**config.mk**
```make
export PLATFORM = sky130hd
export DESIGN_NAME = ccm_unit
export DESIGN_NICKNAME = d
export VERILOG_FILES = /design/src/hw/ccm_pkg.sv /design/src/hw/ccm_unit.sv
export SDC_FILE = /design/constraint.sdc
export NUM_CORES = 1
export LEC_CHECK = 0
export BUFFER_PORTS_ARGS = -buffer_cell sky130_fd_sc_hd__buf_2
export CORE_UTILIZATION = 52
export DETAILED_ROUTE_END_ITERATION = 6
export GPL_TIMING_DRIVEN = 0
export PLACE_DENSITY_LB_ADDON = 0.15
export RECOVER_POWER = 100
export SLEW_MARGIN = 20
export SYNTH_ARGS = -nofsm -noshare
export SYNTH_HDL_FRONTEND = slang
export SYNTH_SLANG_ARGS = --single-unit
export TNS_END_PERCENT = 20
```
**constraint.sdc**
```tcl
create_clock -name clk_sys_i -period 2.7 [get_ports clk_sys_i]
set_input_delay 0.405 -clock clk_sys_i [delete_from_list [all_inputs] [get_ports clk_sys_i]]
set_output_delay 0.405 -clock clk_sys_i [all_outputs]
set_load 0.03 [all_outputs]
```
**src/hw/ccm_pkg.sv**
```systemverilog
package ccm_pkg;

	// register byte offsets on the bus
	localparam logic [7:0] CCM_OFS_CONTROL = 8'h00; // capcomp_control, mode in low nibble
	localparam logic [7:0] CCM_OFS_COMPARE = 8'h04; // compare value
	localparam logic [7:0] CCM_OFS_CAPTURE = 8'h08; // captured timer value, read only
	localparam logic [7:0] CCM_OFS_STATUS  = 8'h0C; // event flag, out level, write 1 clears flag
	localparam logic [7:0] CCM_OFS_PWMDUTY = 8'h10; // pwm duty value

	// field layout
	localparam int CCM_MODE_LSB  = 0;
	localparam int CCM_MODE_W    = 4;
	localparam int CCM_CTRL_W    = 8;
	localparam int CCM_TMR_W     = 16;
	localparam int CCM_PWM_W     = 8;
	localparam int CCM_FLAG_BIT  = 0;
	localparam int CCM_OUT_BIT   = 1;

	// reset values
	localparam logic [7:0]  CCM_CTRL_RST = 8'h00;
	localparam logic [15:0] CCM_TMR_RST  = 16'h0000;
	localparam logic [7:0]  CCM_PWM_RST  = 8'h00;

	// prescale counts for capture modes
	localparam logic [3:0] CCM_PRE4_LAST  = 4'h3;
	localparam logic [3:0] CCM_PRE16_LAST = 4'hF;

	// bus response codes
	localparam logic [1:0] CCM_RESP_OKAY   = 2'b00;
	localparam logic [1:0] CCM_RESP_SLVERR = 2'b10;

	// mode codes
	localparam logic [3:0] CCM_M_OFF      = 4'h0;
	localparam logic [3:0] CCM_M_TOG_CLR  = 4'h1;
	localparam logic [3:0] CCM_M_TOG      = 4'h2;
	localparam logic [3:0] CCM_M_CAP_ANY  = 4'h3;
	localparam logic [3:0] CCM_M_CAP_FALL = 4'h4;
	localparam logic [3:0] CCM_M_CAP_RISE = 4'h5;
	localparam logic [3:0] CCM_M_CAP_R4   = 4'h6;
	localparam logic [3:0] CCM_M_CAP_R16  = 4'h7;
	localparam logic [3:0] CCM_M_SET      = 4'h8;
	localparam logic [3:0] CCM_M_CLR      = 4'h9;
	localparam logic [3:0] CCM_M_PULSE    = 4'hA;
	localparam logic [3:0] CCM_M_PULSE_CL = 4'hB;
	localparam logic [3:0] CCM_M_PWM      = 4'hF;

	// read channel state
	typedef enum logic [0:0] {CCM_RD_IDLE, CCM_RD_RESP} ccm_rd_st_t;
	// write channel state
	typedef enum logic [1:0] {CCM_WR_IDLE, CCM_WR_GOT_A, CCM_WR_GOT_D, CCM_WR_RESP} ccm_wr_st_t;

	// axi4-lite write request from master
	typedef struct packed {
		logic        awvalid;
		logic [7:0]  awaddr;
		logic        wvalid;
		logic [31:0] wdata;
		logic [3:0]  wstrb;
		logic        bready;
	} ccm_axi_wreq_t;

	// axi4-lite read request from master
	typedef struct packed {
		logic        arvalid;
		logic [7:0]  araddr;
		logic        rready;
	} ccm_axi_rreq_t;

	// whole state of the unit
	typedef struct packed {
		ccm_wr_st_t  wr_st;
		logic [7:0]  wr_addr;
		logic [31:0] wr_data;
		logic [3:0]  wr_strb;
		logic [1:0]  bresp;
		ccm_rd_st_t  rd_st;
		logic [31:0] rdata;
		logic [1:0]  rresp;
		logic [7:0]  ctrl;
		logic [15:0] cmp;
		logic [15:0] cap;
		logic [7:0]  duty;
		logic [15:0] ref_tmr;
		logic [7:0]  pwm_tmr;
		logic [3:0]  pre_cnt;
		logic        pin_q;
		logic        out;
		logic        flag;
		logic        adc_trig;
	} ccm_state_t;

endpackage

```
**src/hw/ccm_unit.sv**
```systemverilog
// Implementation choices: the address map and register access over AXI4-Lite.
`timescale 1ns/1ps
// Behaviour
// - mode zero disables all and resets unit
// - mode 0011 captures on every input edge
// - mode 0100 captures on falling edges only
// - mode 0101 captures on rising edges only
// - mode 0110 captures every fourth rising edge
// - mode 0111 captures every sixteenth rising edge
// - mode 0010 toggles output on match
// - mode 0001 toggles output, clears timer
// - mode 1000 sets output on match
// - mode 1001 clears output on match
// - mode 1010 pulses output on match
// - mode 1011 pulses output, clears timer
// - mode 1111 is pwm on period timer
// - every mode event sets the event flag
// - events trigger conversion when unit selected
module ccm_unit
	import ccm_pkg::*;
(
	input  wire logic          clk_sys_i,   // 10 MHz system clock
	input  wire logic          reset_n_i,   // async reset, active low
	input  wire ccm_axi_wreq_t axi_wreq_i,  // write address, data, bready
	input  wire ccm_axi_rreq_t axi_rreq_i,  // read address, rready
	output logic               awready_o,   // write address taken
	output logic               wready_o,    // write data taken
	output logic               bvalid_o,    // write response valid
	output logic [1:0]         bresp_o,     // write response code
	output logic               arready_o,   // read address taken
	output logic               rvalid_o,    // read data valid
	output logic [31:0]        rdata_o,     // read data
	output logic [1:0]         rresp_o,     // read response code
	input  wire logic          cc_pin_i,    // capcomp_unit input pin
	input  wire logic          adc_sel_i,   // this unit is the conversion trigger source
	output logic               cc_pin_o,    // capcomp_unit output pin
	output logic               event_flag_o,// capcomp_event_flag
	output logic               adc_trig_o   // one-cycle conversion start
);

	ccm_state_t st_ff;   // registered state
	ccm_state_t nxt_st;  // next state

	logic [3:0] mode;        // current mode field
	logic       rise;        // rising input edge
	logic       fall;        // falling input edge
	logic       cap_ev;      // capture happens this cycle
	logic       cmp_match;   // reference timer equals compare
	logic       cmp_ev;      // compare event this cycle
	logic       pwm_ev;      // pwm period rollover
	logic       any_ev;      // any mode event
	logic       clr_ref;     // clear reference timer on match
	logic       is_cmp;      // mode is a compare mode
	logic [7:0] a_wr;        // effective write address
	logic [31:0] w_dat;      // effective write data
	logic [3:0]  w_stb;      // effective write strobes
	logic        do_wr;      // write commits this cycle
	logic        flag_clr;   // software clears the flag
	logic [31:0] rd_val;     // decoded read value
	logic        rd_ok;      // read address mapped
	logic        wr_ok;      // write address mapped

	// edge detection and event decode
	always_comb begin
		mode      = st_ff.ctrl[CCM_MODE_LSB +: CCM_MODE_W];
		rise      = cc_pin_i & ~st_ff.pin_q;
		fall      = ~cc_pin_i & st_ff.pin_q;
		cmp_match = (st_ff.ref_tmr == st_ff.cmp);
		is_cmp    = 1'b0;
		clr_ref   = 1'b0;
		cap_ev    = 1'b0;
		pwm_ev    = 1'b0;
		case (mode)
			CCM_M_CAP_ANY:  cap_ev = rise | fall;
			CCM_M_CAP_FALL: cap_ev = fall;
			CCM_M_CAP_RISE: cap_ev = rise;
			CCM_M_CAP_R4:   cap_ev = rise & (st_ff.pre_cnt[1:0] == CCM_PRE4_LAST[1:0]);
			CCM_M_CAP_R16:  cap_ev = rise & (st_ff.pre_cnt == CCM_PRE16_LAST);
			CCM_M_TOG, CCM_M_SET, CCM_M_CLR, CCM_M_PULSE: begin
				is_cmp = 1'b1;
			end
			CCM_M_TOG_CLR, CCM_M_PULSE_CL: begin
				is_cmp  = 1'b1;
				clr_ref = 1'b1;
			end
			CCM_M_PWM: pwm_ev = (st_ff.pwm_tmr == 8'hFF);
			default: begin
				// off and reserved codes: no activity
				cap_ev = 1'b0;
			end
		endcase
		cmp_ev = is_cmp & cmp_match;
		any_ev = cap_ev | cmp_ev | pwm_ev;
	end

	// axi write address and data may arrive in either order
	always_comb begin
		a_wr  = (st_ff.wr_st == CCM_WR_GOT_A) ? st_ff.wr_addr : axi_wreq_i.awaddr;
		w_dat = (st_ff.wr_st == CCM_WR_GOT_D) ? st_ff.wr_data : axi_wreq_i.wdata;
		w_stb = (st_ff.wr_st == CCM_WR_GOT_D) ? st_ff.wr_strb : axi_wreq_i.wstrb;
		case (st_ff.wr_st)
			CCM_WR_IDLE:  do_wr = axi_wreq_i.awvalid & axi_wreq_i.wvalid;
			CCM_WR_GOT_A: do_wr = axi_wreq_i.wvalid;
			CCM_WR_GOT_D: do_wr = axi_wreq_i.awvalid;
			default:      do_wr = 1'b0;
		endcase
		wr_ok = (a_wr == CCM_OFS_CONTROL) || (a_wr == CCM_OFS_COMPARE) ||
			(a_wr == CCM_OFS_STATUS) || (a_wr == CCM_OFS_PWMDUTY);
		flag_clr = do_wr && (a_wr == CCM_OFS_STATUS) && w_stb[0] && w_dat[CCM_FLAG_BIT];
	end

	// read decode
	always_comb begin
		rd_val = 32'h0000_0000;
		rd_ok  = 1'b1;
		case (axi_rreq_i.araddr)
			CCM_OFS_CONTROL: rd_val[CCM_CTRL_W-1:0] = st_ff.ctrl;
			CCM_OFS_COMPARE: rd_val[CCM_TMR_W-1:0]  = st_ff.cmp;
			CCM_OFS_CAPTURE: rd_val[CCM_TMR_W-1:0]  = st_ff.cap;
			CCM_OFS_STATUS: begin
				rd_val[CCM_FLAG_BIT] = st_ff.flag;
				rd_val[CCM_OUT_BIT]  = st_ff.out;
			end
			CCM_OFS_PWMDUTY: rd_val[CCM_PWM_W-1:0]  = st_ff.duty;
			default:         rd_ok = 1'b0; // unmapped answers slverr
		endcase
	end

	// next state of the whole unit
	always_comb begin
		nxt_st          = st_ff;
		nxt_st.pin_q    = cc_pin_i;
		nxt_st.adc_trig = 1'b0;

		// write channel
		case (st_ff.wr_st)
			CCM_WR_IDLE: begin
				if (do_wr) begin
					nxt_st.wr_st = CCM_WR_RESP;
				end else if (axi_wreq_i.awvalid) begin
					nxt_st.wr_st   = CCM_WR_GOT_A;
					nxt_st.wr_addr = axi_wreq_i.awaddr;
				end else if (axi_wreq_i.wvalid) begin
					nxt_st.wr_st   = CCM_WR_GOT_D;
					nxt_st.wr_data = axi_wreq_i.wdata;
					nxt_st.wr_strb = axi_wreq_i.wstrb;
				end
			end
			CCM_WR_GOT_A, CCM_WR_GOT_D: begin
				if (do_wr) begin
					nxt_st.wr_st = CCM_WR_RESP;
				end
			end
			CCM_WR_RESP: begin
				if (axi_wreq_i.bready) begin
					nxt_st.wr_st = CCM_WR_IDLE;
				end
			end
			default: nxt_st.wr_st = CCM_WR_IDLE;
		endcase
		if (do_wr) begin
			nxt_st.bresp = wr_ok ? CCM_RESP_OKAY : CCM_RESP_SLVERR;
			if (w_stb[0]) begin
				case (a_wr)
					CCM_OFS_CONTROL: nxt_st.ctrl     = w_dat[7:0];
					CCM_OFS_COMPARE: nxt_st.cmp[7:0] = w_dat[7:0];
					CCM_OFS_PWMDUTY: nxt_st.duty     = w_dat[7:0];
					default:         nxt_st.ctrl     = nxt_st.ctrl;
				endcase
			end
			if (w_stb[1] && a_wr == CCM_OFS_COMPARE) begin
				nxt_st.cmp[15:8] = w_dat[15:8];
			end
		end

		// read channel
		case (st_ff.rd_st)
			CCM_RD_IDLE: begin
				if (axi_rreq_i.arvalid) begin
					nxt_st.rd_st = CCM_RD_RESP;
					nxt_st.rdata = rd_val;
					nxt_st.rresp = rd_ok ? CCM_RESP_OKAY : CCM_RESP_SLVERR;
				end
			end
			CCM_RD_RESP: begin
				if (axi_rreq_i.rready) begin
					nxt_st.rd_st = CCM_RD_IDLE;
				end
			end
			default: nxt_st.rd_st = CCM_RD_IDLE;
		endcase

		// timers run in every mode but off, which holds them at zero
		nxt_st.ref_tmr = st_ff.ref_tmr + 16'h0001;
		if (cmp_ev && clr_ref) begin
			nxt_st.ref_tmr = CCM_TMR_RST;
		end
		nxt_st.pwm_tmr = st_ff.pwm_tmr + 8'h01;

		// prescaler counts rising edges only in prescaled capture modes
		if ((mode == CCM_M_CAP_R4 || mode == CCM_M_CAP_R16) && rise) begin
			nxt_st.pre_cnt = st_ff.pre_cnt + 4'h1;
		end

		// capture copies the reference timer
		if (cap_ev) begin
			nxt_st.cap = st_ff.ref_tmr;
		end

		// output actions
		case (mode)
			CCM_M_TOG, CCM_M_TOG_CLR: if (cmp_ev) nxt_st.out = ~st_ff.out;
			CCM_M_SET:                if (cmp_ev) nxt_st.out = 1'b1;
			CCM_M_CLR:                if (cmp_ev) nxt_st.out = 1'b0;
			CCM_M_PULSE, CCM_M_PULSE_CL: nxt_st.out = cmp_ev;
			// high while period timer below duty
			CCM_M_PWM: nxt_st.out = (nxt_st.pwm_tmr < st_ff.duty);
			default:   nxt_st.out = st_ff.out;
		endcase

		// flag: set wins over a clear in the same cycle
		if (flag_clr) begin
			nxt_st.flag = 1'b0;
		end
		if (any_ev) begin
			nxt_st.flag = 1'b1;
		end
		nxt_st.adc_trig = any_ev & adc_sel_i;

		// mode off holds the unit in reset; compare and duty keep their values
		// so software can set them up before choosing a mode
		if (nxt_st.ctrl[CCM_MODE_LSB +: CCM_MODE_W] == CCM_M_OFF) begin
			nxt_st.ref_tmr  = CCM_TMR_RST;
			nxt_st.cap      = CCM_TMR_RST; // stale capture would look like a new one
			nxt_st.flag     = 1'b0;        // a unit held off reports no event
			nxt_st.pwm_tmr  = CCM_PWM_RST;
			nxt_st.pre_cnt  = 4'h0;
			nxt_st.out      = 1'b0;
			nxt_st.adc_trig = 1'b0;
		end
		// leaving a prescaled mode drops the partial count
		if (nxt_st.ctrl[CCM_MODE_LSB +: CCM_MODE_W] != mode) begin
			nxt_st.pre_cnt = 4'h0;
		end
	end

	// single state register
	always_ff @(posedge clk_sys_i or negedge reset_n_i) begin
		if (!reset_n_i) begin
			st_ff <= '0;
		end else begin
			st_ff <= nxt_st;
		end
	end

	// outputs straight from flip-flops
	always_comb begin
		awready_o    = (st_ff.wr_st == CCM_WR_IDLE) || (st_ff.wr_st == CCM_WR_GOT_D);
		wready_o     = (st_ff.wr_st == CCM_WR_IDLE) || (st_ff.wr_st == CCM_WR_GOT_A);
		bvalid_o     = (st_ff.wr_st == CCM_WR_RESP);
		bresp_o      = st_ff.bresp;
		arready_o    = (st_ff.rd_st == CCM_RD_IDLE);
		rvalid_o     = (st_ff.rd_st == CCM_RD_RESP);
		rdata_o      = st_ff.rdata;
		rresp_o      = st_ff.rresp;
		cc_pin_o     = st_ff.out;
		event_flag_o = st_ff.flag;
		adc_trig_o   = st_ff.adc_trig;
	end

endmodule

```
==> reports/summary.log, run 1 <==
INFO  run_status     status=complete, no violations
INFO  layout         final_area=8250squm
INFO  critical_path  setup.worst_path.class=register to register
INFO  layout         regArea=3180squm
INFO  route          route.vias.total=5002
INFO  clocking       clk_root_buffer_cell=sky130_fd_sc_hd__clkbuf_16
INFO  sta            finalCriticalPeriod=2.62ns
INFO  yosys          synth-seq-cells=127
INFO  route          final_antenna_net_count=0
INFO  floorplanning  placementRows=41
INFO  power          pwr-share-comb=29.1%
INFO  place          globalplace.congestion=0.887
INFO  place          hpwlAfterDp=10800microns
INFO  clocking       cts_num_sinks=127
INFO  route          detailedRoute.firstPassIterationCount=4
INFO  critical_path  regToRegStartpoint=st_ff[162]
INFO  floorplanning  floorplan.initialDensity=53.4%
INFO  yosys          yosys_warnings=0
INFO  place          place_area=7420squm
INFO  clocking       tritoncts=yes
INFO  critical_path  worst-endpoint-arrival=2.97ns
INFO  clocking       tritoncts.num_buffers=17
INFO  floorplanning  design.portCount=105
INFO  critical_path  reg2reg_slack=0.08ns
INFO  route          route.met3.wl=813microns
INFO  global_routing global_route.overflow_total=0
INFO  power          power_density=921nW/um^2
INFO  critical_path  timing.reg2reg.worst_path_depth=11
INFO  place          placement.setup.worst_slack=-0.131ns
INFO  sta            slew_viol_final=0
INFO  yosys          netlist.area_leader.share=47.0%
INFO  place          dp.cells=904
INFO  flow_run       drv_cap=0
INFO  power          clockPowerShare=34.5%
INFO  yosys          netlist_area=6770squm
INFO  global_routing grt.total_usage=24.3%
INFO  yosys          commonest_cells_post_synth=127 x sky130_fd_sc_hd__dfrtp_1, 65 x sky130_fd_sc_hd__nor2_1, 60 x sky130_fd_sc_hd__nand2_1, 46 x sky130_fd_sc_hd__mux2_2, 40 x sky130_fd_sc_hd__buf_4
INFO  layout         post_layout_nonfiller_instances=946
INFO  layout         multi_input_area=3280squm
INFO  route          post_drt_via_cell_ratio=5.29
INFO  clocking       cts_htree_levels=4
INFO  critical_path  critPathMaxFanout=10
INFO  yosys          synth-async-reset-ratio=100%
INFO  clocking       clk-insertion-delay-late=0.43ns
INFO  min_path       worstHoldPathType=primary input to register
INFO  yosys          syn_inst=647
INFO  sta            max_slew_margin=24.9%
INFO  power          p_switching=2460uW
INFO  sta            max_slew.worst_pin.slew=1.13ns
INFO  power          cellLeakagePower=0.00393uW
INFO  route          wl_per_cell=15.9microns
INFO  route          highest-signal-layer=met4
INFO  route          route.final.wire_length=15000microns
INFO  layout         relative_area_change_from_synthesis_to_final_layout=21.9%
INFO  power          reg_power_share=36.4%
INFO  route          drcViolationCount=0
INFO  sta            final-hold-violation-count=0
INFO  layout         share_of_post_route_cells_with_drive_strength_above_1=27.9%
INFO  sta            fin_ws=0.0808ns
INFO  critical_path  critPathCaptureType=register
INFO  yosys          synth_top_cell_by_area=sky130_fd_sc_hd__dfrtp_1
INFO  sta            finClkSkew=0.00757ns
INFO  global_routing grt_pass1_vias=4982
INFO  layout         fin_nets=838
INFO  route          routedLengthMet1=6860microns
INFO  power          p_int=5140uW
INFO  power          switching_share=32.3%
INFO  critical_path  setup.worst_path.start_class=register
INFO  clocking       clkTransAtPathRegs=0.06ns
INFO  critical_path  timing.critical_path.to=st_ff[24]
INFO  yosys          synth-main-ff-cell=sky130_fd_sc_hd__dfrtp_1
INFO  global_routing pin_count_of_the_biggest_net_entering_global_routing=85
INFO  yosys          seq_area_frac_synth=47.0%
INFO  sta            setup_viol=0
INFO  power          totalPowerFinal=7600uW
INFO  place          port_buffers=67
INFO  sta            min_period_over_period=97.0%
INFO  floorplanning  height_of_the_die=116microns
INFO  power          vdd_ir_drop_max=742uV
INFO  sta            max_freq=382MHz
INFO  yosys          synth.distinct_cells=61
INFO  global_routing initial_antenna_violation_count=0
INFO  yosys          synth.avg_cell_area=10.5squm
INFO  layout         fillers=1020
INFO  floorplanning  die-width=116microns
INFO  layout         antennaDiodeCount=0
INFO  critical_path  worstReg2RegEnd=st_ff[24]
INFO  floorplanning  design.core.area=12700squm
INFO  global_routing grt_pass1_wl=24600microns
INFO  route          wl_met2=7130microns
INFO  yosys          synth_edf_count=0
INFO  yosys          synth_top_cells_by_area=sky130_fd_sc_hd__dfrtp_1 47%, sky130_fd_sc_hd__mux2_2 7.7%, sky130_fd_sc_hd__mux2i_1 5.6%, sky130_fd_sc_hd__buf_4 4.4%, sky130_fd_sc_hd__xor2_1 4.0%
INFO  critical_path  cp-startpoint=st_ff[162]
INFO  yosys          yosysMostFrequentCell=sky130_fd_sc_hd__dfrtp_1
INFO  floorplanning  dieArea=13500squm
INFO  critical_path  critical_path_required=3.05ns
INFO  clocking       clockBufferDepth=2
INFO  route          first_iter_violations=196
-- power groups by stage --
stage | combinational, uW | clock, uW | sequential (uW)
5_1_grt | 2440 | 2760 | 2820
3_3_place_gp | 1970 | 0 | 2720
2_1_floorplan | 1570 | 0 | 2670
3_5_place_dp | 2060 | 0 | 2750
6_report | 2210 | 2620 | 2760
4_1_cts | 2100 | 2660 | 2730
-- area by class of cell --
class / instances / area share (%)
clock inverter: 13 / 2.83
tap: 172 / 2.61
timing repair buffer: 78 / 4.82
buffer: 62 / 5.12
inverter: 19 / 0.864
multi-input combinational: 456 / 39.7
clock buffer: 19 / 5.49
sequential: 127 / 38.5
-- routing by layer --
metal	vias up	global-route usage (%)
li1	2426	-
met1	2421	31.8
met2	137	38.8
met3	18	6.64
met4	0	9.23
met5	-	0
-- worst max-delay path, cell delays in order, from the launching register on --
cell and delay (ns):
sky130_fd_sc_hd__dfrtp_1 0.43, sky130_fd_sc_hd__inv_2 0.09, sky130_fd_sc_hd__ha_4 0.18, sky130_fd_sc_hd__buf_8 0.14
sky130_fd_sc_hd__nor4_4 0.30, sky130_fd_sc_hd__o21ai_2 0.11, sky130_fd_sc_hd__nor4b_4 0.27, sky130_fd_sc_hd__buf_6 0.16
sky130_fd_sc_hd__mux2_4 0.33, sky130_fd_sc_hd__a41o_4 0.28, sky130_fd_sc_hd__buf_6 0.15, sky130_fd_sc_hd__nor2_1 0.11
-- registers in the layout, indices dropped and copies added (netlist names) --
signal	cells
adc_trig_o	1
bresp_o	1
cc_pin_o	1
event_flag_o	1
mode	4
rdata_o	16
rresp_o	1
rvalid_o	1
st_ff	101
-- worst min-delay path by stage --
stage | cells past startpoint | slack, ns | to | start
final | 1 | 0.14 | st_ff[3] | cc_pin_i
after global routing | 1 | 0.12 | st_ff[3] | cc_pin_i
after CTS | 1 | 0.11 | st_ff[3] | cc_pin_i
after detailed placement | 1 | 0.36 | adc_trig_o | reset_n_i
after global placement | 2 | 0.47 | rdata_o[13] | rdata_o[13]
after floorplan | 0 | 0.11 | adc_trig_o | reset_n_i
-- what timing repair did --
item,CTS,global route
hold buffers,1,0
setup buffers,3,6
gates resized for setup,4,25
endpoints found under the setup margin,37,64
hold endpoints to repair,43,0
pin swaps,3,4
-- cell families after synthesis --
group,after synthesis,synth area share (%)
AO/OA/AOI/OAI,94,9.30
XOR/XNOR,43,5.56
adder cells (fa/ha/maj),16,2.96
buffers and inverters,81,7.12
flip-flops,127,47.0
multiplexers,85,13.5
other,1,0.0554
AND/OR/NAND/NOR,200,14.6
-- placed cells by master (no fill, tap or decap), types with 10 or more instances in the layout --
master / count
sky130_fd_sc_hd__inv_1: 18
sky130_fd_sc_hd__clkbuf_1: 32
sky130_fd_sc_hd__xnor2_1: 12
sky130_fd_sc_hd__o21ai_0: 38
sky130_fd_sc_hd__nand2_1: 59
sky130_fd_sc_hd__xor2_1: 31
sky130_fd_sc_hd__dfrtp_1: 126
sky130_fd_sc_hd__nand3_1: 18
sky130_fd_sc_hd__clkbuf_16: 17
sky130_fd_sc_hd__ha_1: 12
sky130_fd_sc_hd__mux2i_1: 37
sky130_fd_sc_hd__conb_1: 18
sky130_fd_sc_hd__mux2_2: 46
sky130_fd_sc_hd__buf_4: 46
sky130_fd_sc_hd__a22oi_1: 10
sky130_fd_sc_hd__a21oi_1: 11
sky130_fd_sc_hd__nor2_1: 62
sky130_fd_sc_hd__buf_2: 52
-- metrics by stage --
step | setup TNS [ns] | hold WS, ns | utilization (%)
final | 0 | 0.141 | 65.1
after global placement | -52.01 | 0.466 | 58.3
after detailed placement | -1.25 | 0.360 | 58.5
after global routing | -0.542 | 0.124 | 65.1
after floorplan | 0 | 0.109 | -
after CTS | 0 | 0.110 | 64.3
Power figures use the tool's default switching activity.
==> run 2: changes to the inputs <==
- PLACE_DENSITY: unset -> 0.76
- PLACE_DENSITY_LB_ADDON: 0.15 -> unset
==> run 2 against run 1 <==
Against the previous run: via count grew 1.1%; largest power group unchanged; sequential share of layout area grew 0.71 points; highest routed layer unchanged; core utilization shrank 1.2 points; setup slack gained 0.033 ns; critical endpoint is now st_ff[7]; fmax grew 1.3%.
==> reports/summary.log, run 2 (same netlist as run 1, synthesis figures left out) <==
INFO  clocking       cts_htree_levels=4
INFO  route          route.final.wire_length=15400microns
INFO  floorplanning  floorplan.initialDensity=53.4%
INFO  power          cellLeakagePower=0.00388uW
INFO  route          final_antenna_net_count=0
INFO  layout         share_of_post_route_cells_with_drive_strength_above_1=25.8%
INFO  critical_path  critical-path-max-stage-delay=0.42ns
INFO  layout         relative_area_change_from_synthesis_to_final_layout=19.7%
INFO  critical_path  critPathMaxFanout=10
INFO  route          wl_per_cell=16.4microns
INFO  layout         most_used_cells_in_the_layout_excluding_fill_and_tap_cells=127 x sky130_fd_sc_hd__dfrtp_1, 64 x sky130_fd_sc_hd__nor2_1, 59 x sky130_fd_sc_hd__nand2_1
INFO  route          drcViolationCount=0
INFO  route          detailedRoute.firstPassIterationCount=6
INFO  clocking       tritoncts.num_buffers=17
INFO  min_path       worstHoldPathType=primary input to register
INFO  run_status     status=complete, no violations
INFO  clocking       clockBufferDepth=2
INFO  place          hpwlAfterDp=11000microns
INFO  sta            max_slew_margin=10.3%
INFO  place          globalplace.congestion=0.889
INFO  sta            setup_total_negative_slack=0ns
INFO  global_routing grt_pass1_wl=24600microns
INFO  clocking       clkTransAtPathRegs=0.05ns
INFO  floorplanning  height_of_the_die=116microns
INFO  critical_path  setup.worst_path.class=register to register
INFO  critical_path  critical_path_required=2.99ns
INFO  power          totalPowerFinal=7360uW
INFO  sta            max_slew.worst_pin.slew=1.35ns
INFO  sta            max_freq=387MHz
INFO  sta            slew_viol_final=0
INFO  layout         fin_util=63.9%
INFO  global_routing grt_pass1_vias=4926
INFO  layout         antennaDiodeCount=0
INFO  critical_path  worst_path_max_delay_cell=sky130_fd_sc_hd__dfrtp_1
INFO  power          vdd_ir_drop_max=790uV
INFO  clocking       clk-insertion-delay-late=0.42ns
INFO  floorplanning  design.core.area=12700squm
INFO  power          power_density=909nW/um^2
INFO  route          first_iter_violations=270
INFO  layout         number_of_flip_flops_in_the_largest_register=101
INFO  floorplanning  die-width=116microns
INFO  global_routing initial_antenna_violation_count=0
INFO  global_routing grt.total_usage=24.3%
INFO  critical_path  worst-endpoint-arrival=2.87ns
INFO  clocking       cts_num_sinks=127
INFO  sta            final-hold-violation-count=0
INFO  route          route.vias.total=5059
INFO  route          post_drt_via_cell_ratio=5.39
INFO  global_routing pin_count_of_the_biggest_net_entering_global_routing=76
INFO  sta            min_period_over_period=95.8%
INFO  floorplanning  placementRows=41
INFO  critical_path  cp_cell_sequence=inv_1 -> ha_2 -> buf_6 -> mux2i_2 -> o21ai_2 -> nor4b_4 -> mux2_4 -> buf_6 -> nor3_1 -> nor3_2
INFO  sta            setup_viol=0
INFO  layout         fin_nets=831
INFO  sta            finalCriticalPeriod=2.59ns
INFO  flow_run       drv_cap=0
INFO  critical_path  cpMostUsedCell=sky130_fd_sc_hd__buf_6
INFO  clocking       clk_root_buffer_cell=sky130_fd_sc_hd__clkbuf_16
INFO  critical_path  critPathCaptureType=register
INFO  floorplanning  design.portCount=105
INFO  layout         final_common_cell=sky130_fd_sc_hd__dfrtp_1
INFO  global_routing global_route.overflow_total=0
INFO  sta            finClkSkew=0.00794ns
INFO  clocking       tritoncts=yes
INFO  floorplanning  dieArea=13500squm
INFO  critical_path  setup.worst_path.start_class=register
INFO  layout         top_register=st_ff
INFO  place          port_buffers=67
run 2: changes by cell type in the layout (fill, tap and decap cells not counted), moves of 2 or more:
cell / change
sky130_fd_sc_hd__clkbuf_8: +2
sky130_fd_sc_hd__nor2_1: +2
sky130_fd_sc_hd__ha_4: -2
sky130_fd_sc_hd__nor2_2: -2
sky130_fd_sc_hd__bufinv_16: -2
sky130_fd_sc_hd__ha_1: +3
sky130_fd_sc_hd__buf_4: -5
sky130_fd_sc_hd__buf_2: -2
sky130_fd_sc_hd__clkinvlp_4: -2
sky130_fd_sc_hd__clkbuf_1: +2
run 2: worst max-delay path: cells and delay by family (launching register included):
| family | cells | cell delay (ns) |
|---|---|---|
| AO/OA/AOI/OAI | 1 | 0.12 |
| adder cells (fa/ha/maj) | 1 | 0.22 |
| buffers and inverters | 3 | 0.41 |
| flip-flops | 1 | 0.42 |
| multiplexers | 2 | 0.64 |
| AND/OR/NAND/NOR | 3 | 0.64 |
run 2: layout make-up:
type | count | area, sq um
fill | 976 | 4570
multi-input combinational | 456 | 3230
sequential | 127 | 3180
clock buffer | 23 | 488
buffer | 61 | 412
timing repair buffer | 72 | 348
tap | 172 | 215
clock inverter | 9 | 155
inverter | 19 | 71.3
run 2: power breakdown:
group	leakage (uW)	internal [uW]	switching (uW)
registers	0.00164	2350	413
clock network	0.000313	1640	821
logic	0.00193	956	1180
total	0.00388	4950	2410
run 2: worst paths after layout:
kind / endpoint / slack [ns] / startpoint / cells past startpoint
min: st_ff[3] / 0.14 / cc_pin_i / 1
max in group asynchronous: st_ff[69] / 0.57 / reset_n_i / 3
max: st_ff[7] / 0.11 / st_ff[162] / 10
max reg2reg: st_ff[7] / 0.11 / st_ff[162] / 10
min reg2reg: rdata_o[6] / 0.48 / rdata_o[6] / 2
min in group asynchronous: st_ff[12] / 0.82 / reset_n_i / 2
run 2: repair_timing:
item	in CTS	in global routing
endpoints found under the setup margin	53	53
setup buffers	1	2
pin swaps	2	5
hold buffers	1	0
hold endpoints to repair	52	0
gates resized for setup	3	14
run 2: per-stage QoR:
step | instance area (sq um) | hold slack [ns] | setup slack, ns | std cells
floorplan | 6830 | 0.109 | 0.199 | 664
global placement | 7380 | 0.466 | -0.333 | 903
detailed placement | 7420 | 0.394 | -0.226 | 904
CTS | 8090 | 0.112 | 0.00149 | 938
global route | 8100 | 0.136 | -0.00720 | 939
finish | 8100 | 0.138 | 0.114 | 939
run 2: per-layer routing:
metal  track usage (%)  up-vias  wire length (microns)
met2              39.6      185                   7560
met5                 0        -                      0
met1              30.8     2432                   6600
met3              6.43       27                    960
li1                  -     2415                      -
met4              10.3        0                    306
==> run 3: changes to the inputs <==
- MAX_ROUTING_LAYER: unset -> met4
==> run 3 against run 2 <==
Against the previous run: die area did not move; via count fell by 0.75%; power fell by 3.7%; fmax rose by 0.55%; register-to-register slack barely moved; critical endpoint is now awready_o; largest cell class unchanged; largest power group unchanged.
==> reports/summary.log, run 3 (same netlist as run 1, synthesis figures left out) <==
INFO  layout         fin_util=63.2%
INFO  sta            setup_total_negative_slack=0ns
INFO  place          hpwlAfterDp=10900microns
INFO  clocking       clkTransAtPathRegs=0.05ns
INFO  critical_path  critical-path-max-stage-delay=0.41ns
INFO  place          placement.setup.worst_slack=-0.200ns
INFO  clocking       clk-insertion-delay-late=0.41ns
INFO  power          switching_share=32.7%
INFO  clocking       tritoncts=yes
INFO  min_path       worst_hold_path.num_cells=1
INFO  route          final_antenna_net_count=0
INFO  layout         final_area=8010squm
INFO  power          reg_power_share=38.7%
INFO  floorplanning  design.portCount=105
INFO  clocking       clockBufferDepth=2
INFO  floorplanning  height_of_the_die=116microns
INFO  power          p_int=4770uW
INFO  floorplanning  design.core.area=12700squm
INFO  global_routing pin_count_of_the_biggest_net_entering_global_routing=85
INFO  floorplanning  floorplan.initialDensity=53.4%
INFO  critical_path  critPathMaxFanout=10
INFO  floorplanning  dieArea=13500squm
INFO  route          detailedRoute.firstPassIterationCount=4
INFO  floorplanning  die-width=116microns
INFO  sta            final-hold-violation-count=0
INFO  critical_path  worst-endpoint-arrival=2.17ns
INFO  place          port_buffers=67
INFO  critical_path  critical_path_required=2.30ns
INFO  sta            slew_viol_final=0
INFO  power          vdd_ir_drop_max=744uV
INFO  sta            max_slew_margin=26.3%
INFO  power          power_density=886nW/um^2
INFO  sta            min_period_over_period=95.3%
INFO  sta            finClkSkew=0.00607ns
INFO  global_routing initial_antenna_violation_count=0
INFO  place          globalplace.congestion=0.897
INFO  global_routing grt_pass1_vias=4996
INFO  layout         relative_area_change_from_synthesis_to_final_layout=18.3%
INFO  critical_path  worst_path_max_delay_cell=sky130_fd_sc_hd__dfrtp_1
INFO  power          cellLeakagePower=0.00381uW
INFO  flow_run       drv_cap=0
INFO  run_status     status=complete, no violations
INFO  layout         most_used_cells_in_the_layout_excluding_fill_and_tap_cells=127 x sky130_fd_sc_hd__dfrtp_1, 65 x sky130_fd_sc_hd__nor2_1, 60 x sky130_fd_sc_hd__nand2_1
INFO  layout         final_common_cell=sky130_fd_sc_hd__dfrtp_1
INFO  clocking       tritoncts.num_buffers=17
INFO  power          pwr-share-comb=29.6%
INFO  sta            setup_viol=0
INFO  critical_path  setup.worst_path.start_class=register
INFO  min_path       worstHoldPathType=primary input to register
INFO  layout         number_of_flip_flops_in_the_largest_register=101
INFO  sta            finalCriticalPeriod=2.57ns
INFO  critical_path  critPathCaptureType=output pin
INFO  global_routing grt_pass1_wl=24200microns
INFO  route          drcViolationCount=0
INFO  layout         top_register=st_ff
INFO  clocking       clk_root_buffer_cell=sky130_fd_sc_hd__clkbuf_16
INFO  place          place_area=7420squm
INFO  route          route.final.wire_length=14700microns
INFO  power          p_switching=2320uW
INFO  layout         fin_nets=831
INFO  global_routing global_route.overflow_total=0
INFO  global_routing grt.total_usage=24.3%
INFO  route          wl_per_cell=15.7microns
INFO  sta            fin_ws=0.128ns
INFO  critical_path  cp_cell_sequence=inv_1 -> ha_2 -> buf_2 -> clkbuf_2 -> or2_2 -> buf_2
INFO  sta            max_freq=389MHz
INFO  critical_path  setup.worst_path.class=register to output pin
INFO  critical_path  cpMostUsedCell=sky130_fd_sc_hd__buf_2
INFO  route          route.vias.total=5021
INFO  route          first_iter_violations=295
INFO  sta            max_slew.worst_pin.slew=1.11ns
INFO  route          post_drt_via_cell_ratio=5.36
INFO  layout         share_of_post_route_cells_with_drive_strength_above_1=24.3%
INFO  floorplanning  placementRows=41
INFO  layout         antennaDiodeCount=0
INFO  power          clockPowerShare=31.6%
INFO  clocking       cts_htree_levels=4
INFO  clocking       cts_num_sinks=127
INFO  critical_path  timing.reg2reg.worst_path_depth=10
## run 3: cell count changes in the layout (fill, tap and decap cells not counted), sizes merged
cell      previous run  this run
bufinv               4         3
clkinvlp             1         2
clkbuf              59        67
clkinv               4         1
buf                 96        88
## run 3: worst paths after layout
kind                       slack [ns]       start         end
min reg2reg                      0.48  rdata_o[8]  rdata_o[8]
max in group asynchronous        0.64   reset_n_i  st_ff[121]
max                              0.13  st_ff[161]   awready_o
min                              0.15    cc_pin_i    st_ff[3]
min in group asynchronous        0.75   reset_n_i    st_ff[7]
max reg2reg                      0.13  st_ff[162]   st_ff[16]
## run 3: worst max-delay path, delay by kind of cell (launching register included)
kind          cells  cell delay [ns]
fa+ha+maj         1             0.25
buf+inv           4             0.93
flops             1             0.41
simple gates      1             0.18
## run 3: through the flow
| step | total power (uW) | hold WS (ns) | instances |
|---|---|---|---|
| after CTS | 7080 | 0.119 | 936 |
| after global placement | 4680 | 0.466 | 903 |
| after detailed placement | 4800 | 0.360 | 904 |
| final | 7090 | 0.147 | 936 |
| after floorplan | 4230 | 0.109 | 664 |
| after global routing | 7470 | 0.142 | 936 |
## run 3: power groups by stage
stage	sequential [uW]	combinational, uW	clock (uW)
after floorplan	2670	1570	0
after global placement	2720	1960	0
after detailed placement	2750	2050	0
after CTS	2730	2070	2280
after global routing	2800	2300	2370
final	2750	2100	2240
## run 3: metal layers
metal / GRT usage (%) / vias to the layer above / wire length [microns]
li1: - / 2416 / -
met1: 31.5 / 2444 / 6840
met2: 37.0 / 131 / 6930
met3: 4.67 / 30 / 626
met4: 11.6 / 0 / 303
met5: - / - / 0
## run 3: final cells by class
cell class              count  area [sq um]
fillers                  1040          4660
multi-input cells         456          3220
flip-flops and latches    127          3180
clock buffers              23           468
plain buffers              62           410
repair buffers             71           339
well taps                 172           215
clock inverters             6           110
inverters                  19          71.3
## run 3: what timing repair did
item / in CTS / in global routing
pin swaps: 2 / 1
endpoints found under the setup margin: 47 / 44
setup buffers: 2 / 0
resized for setup: 3 / 9
hold buffers: 1 / 0
endpoints found under the hold margin: 43 / 0
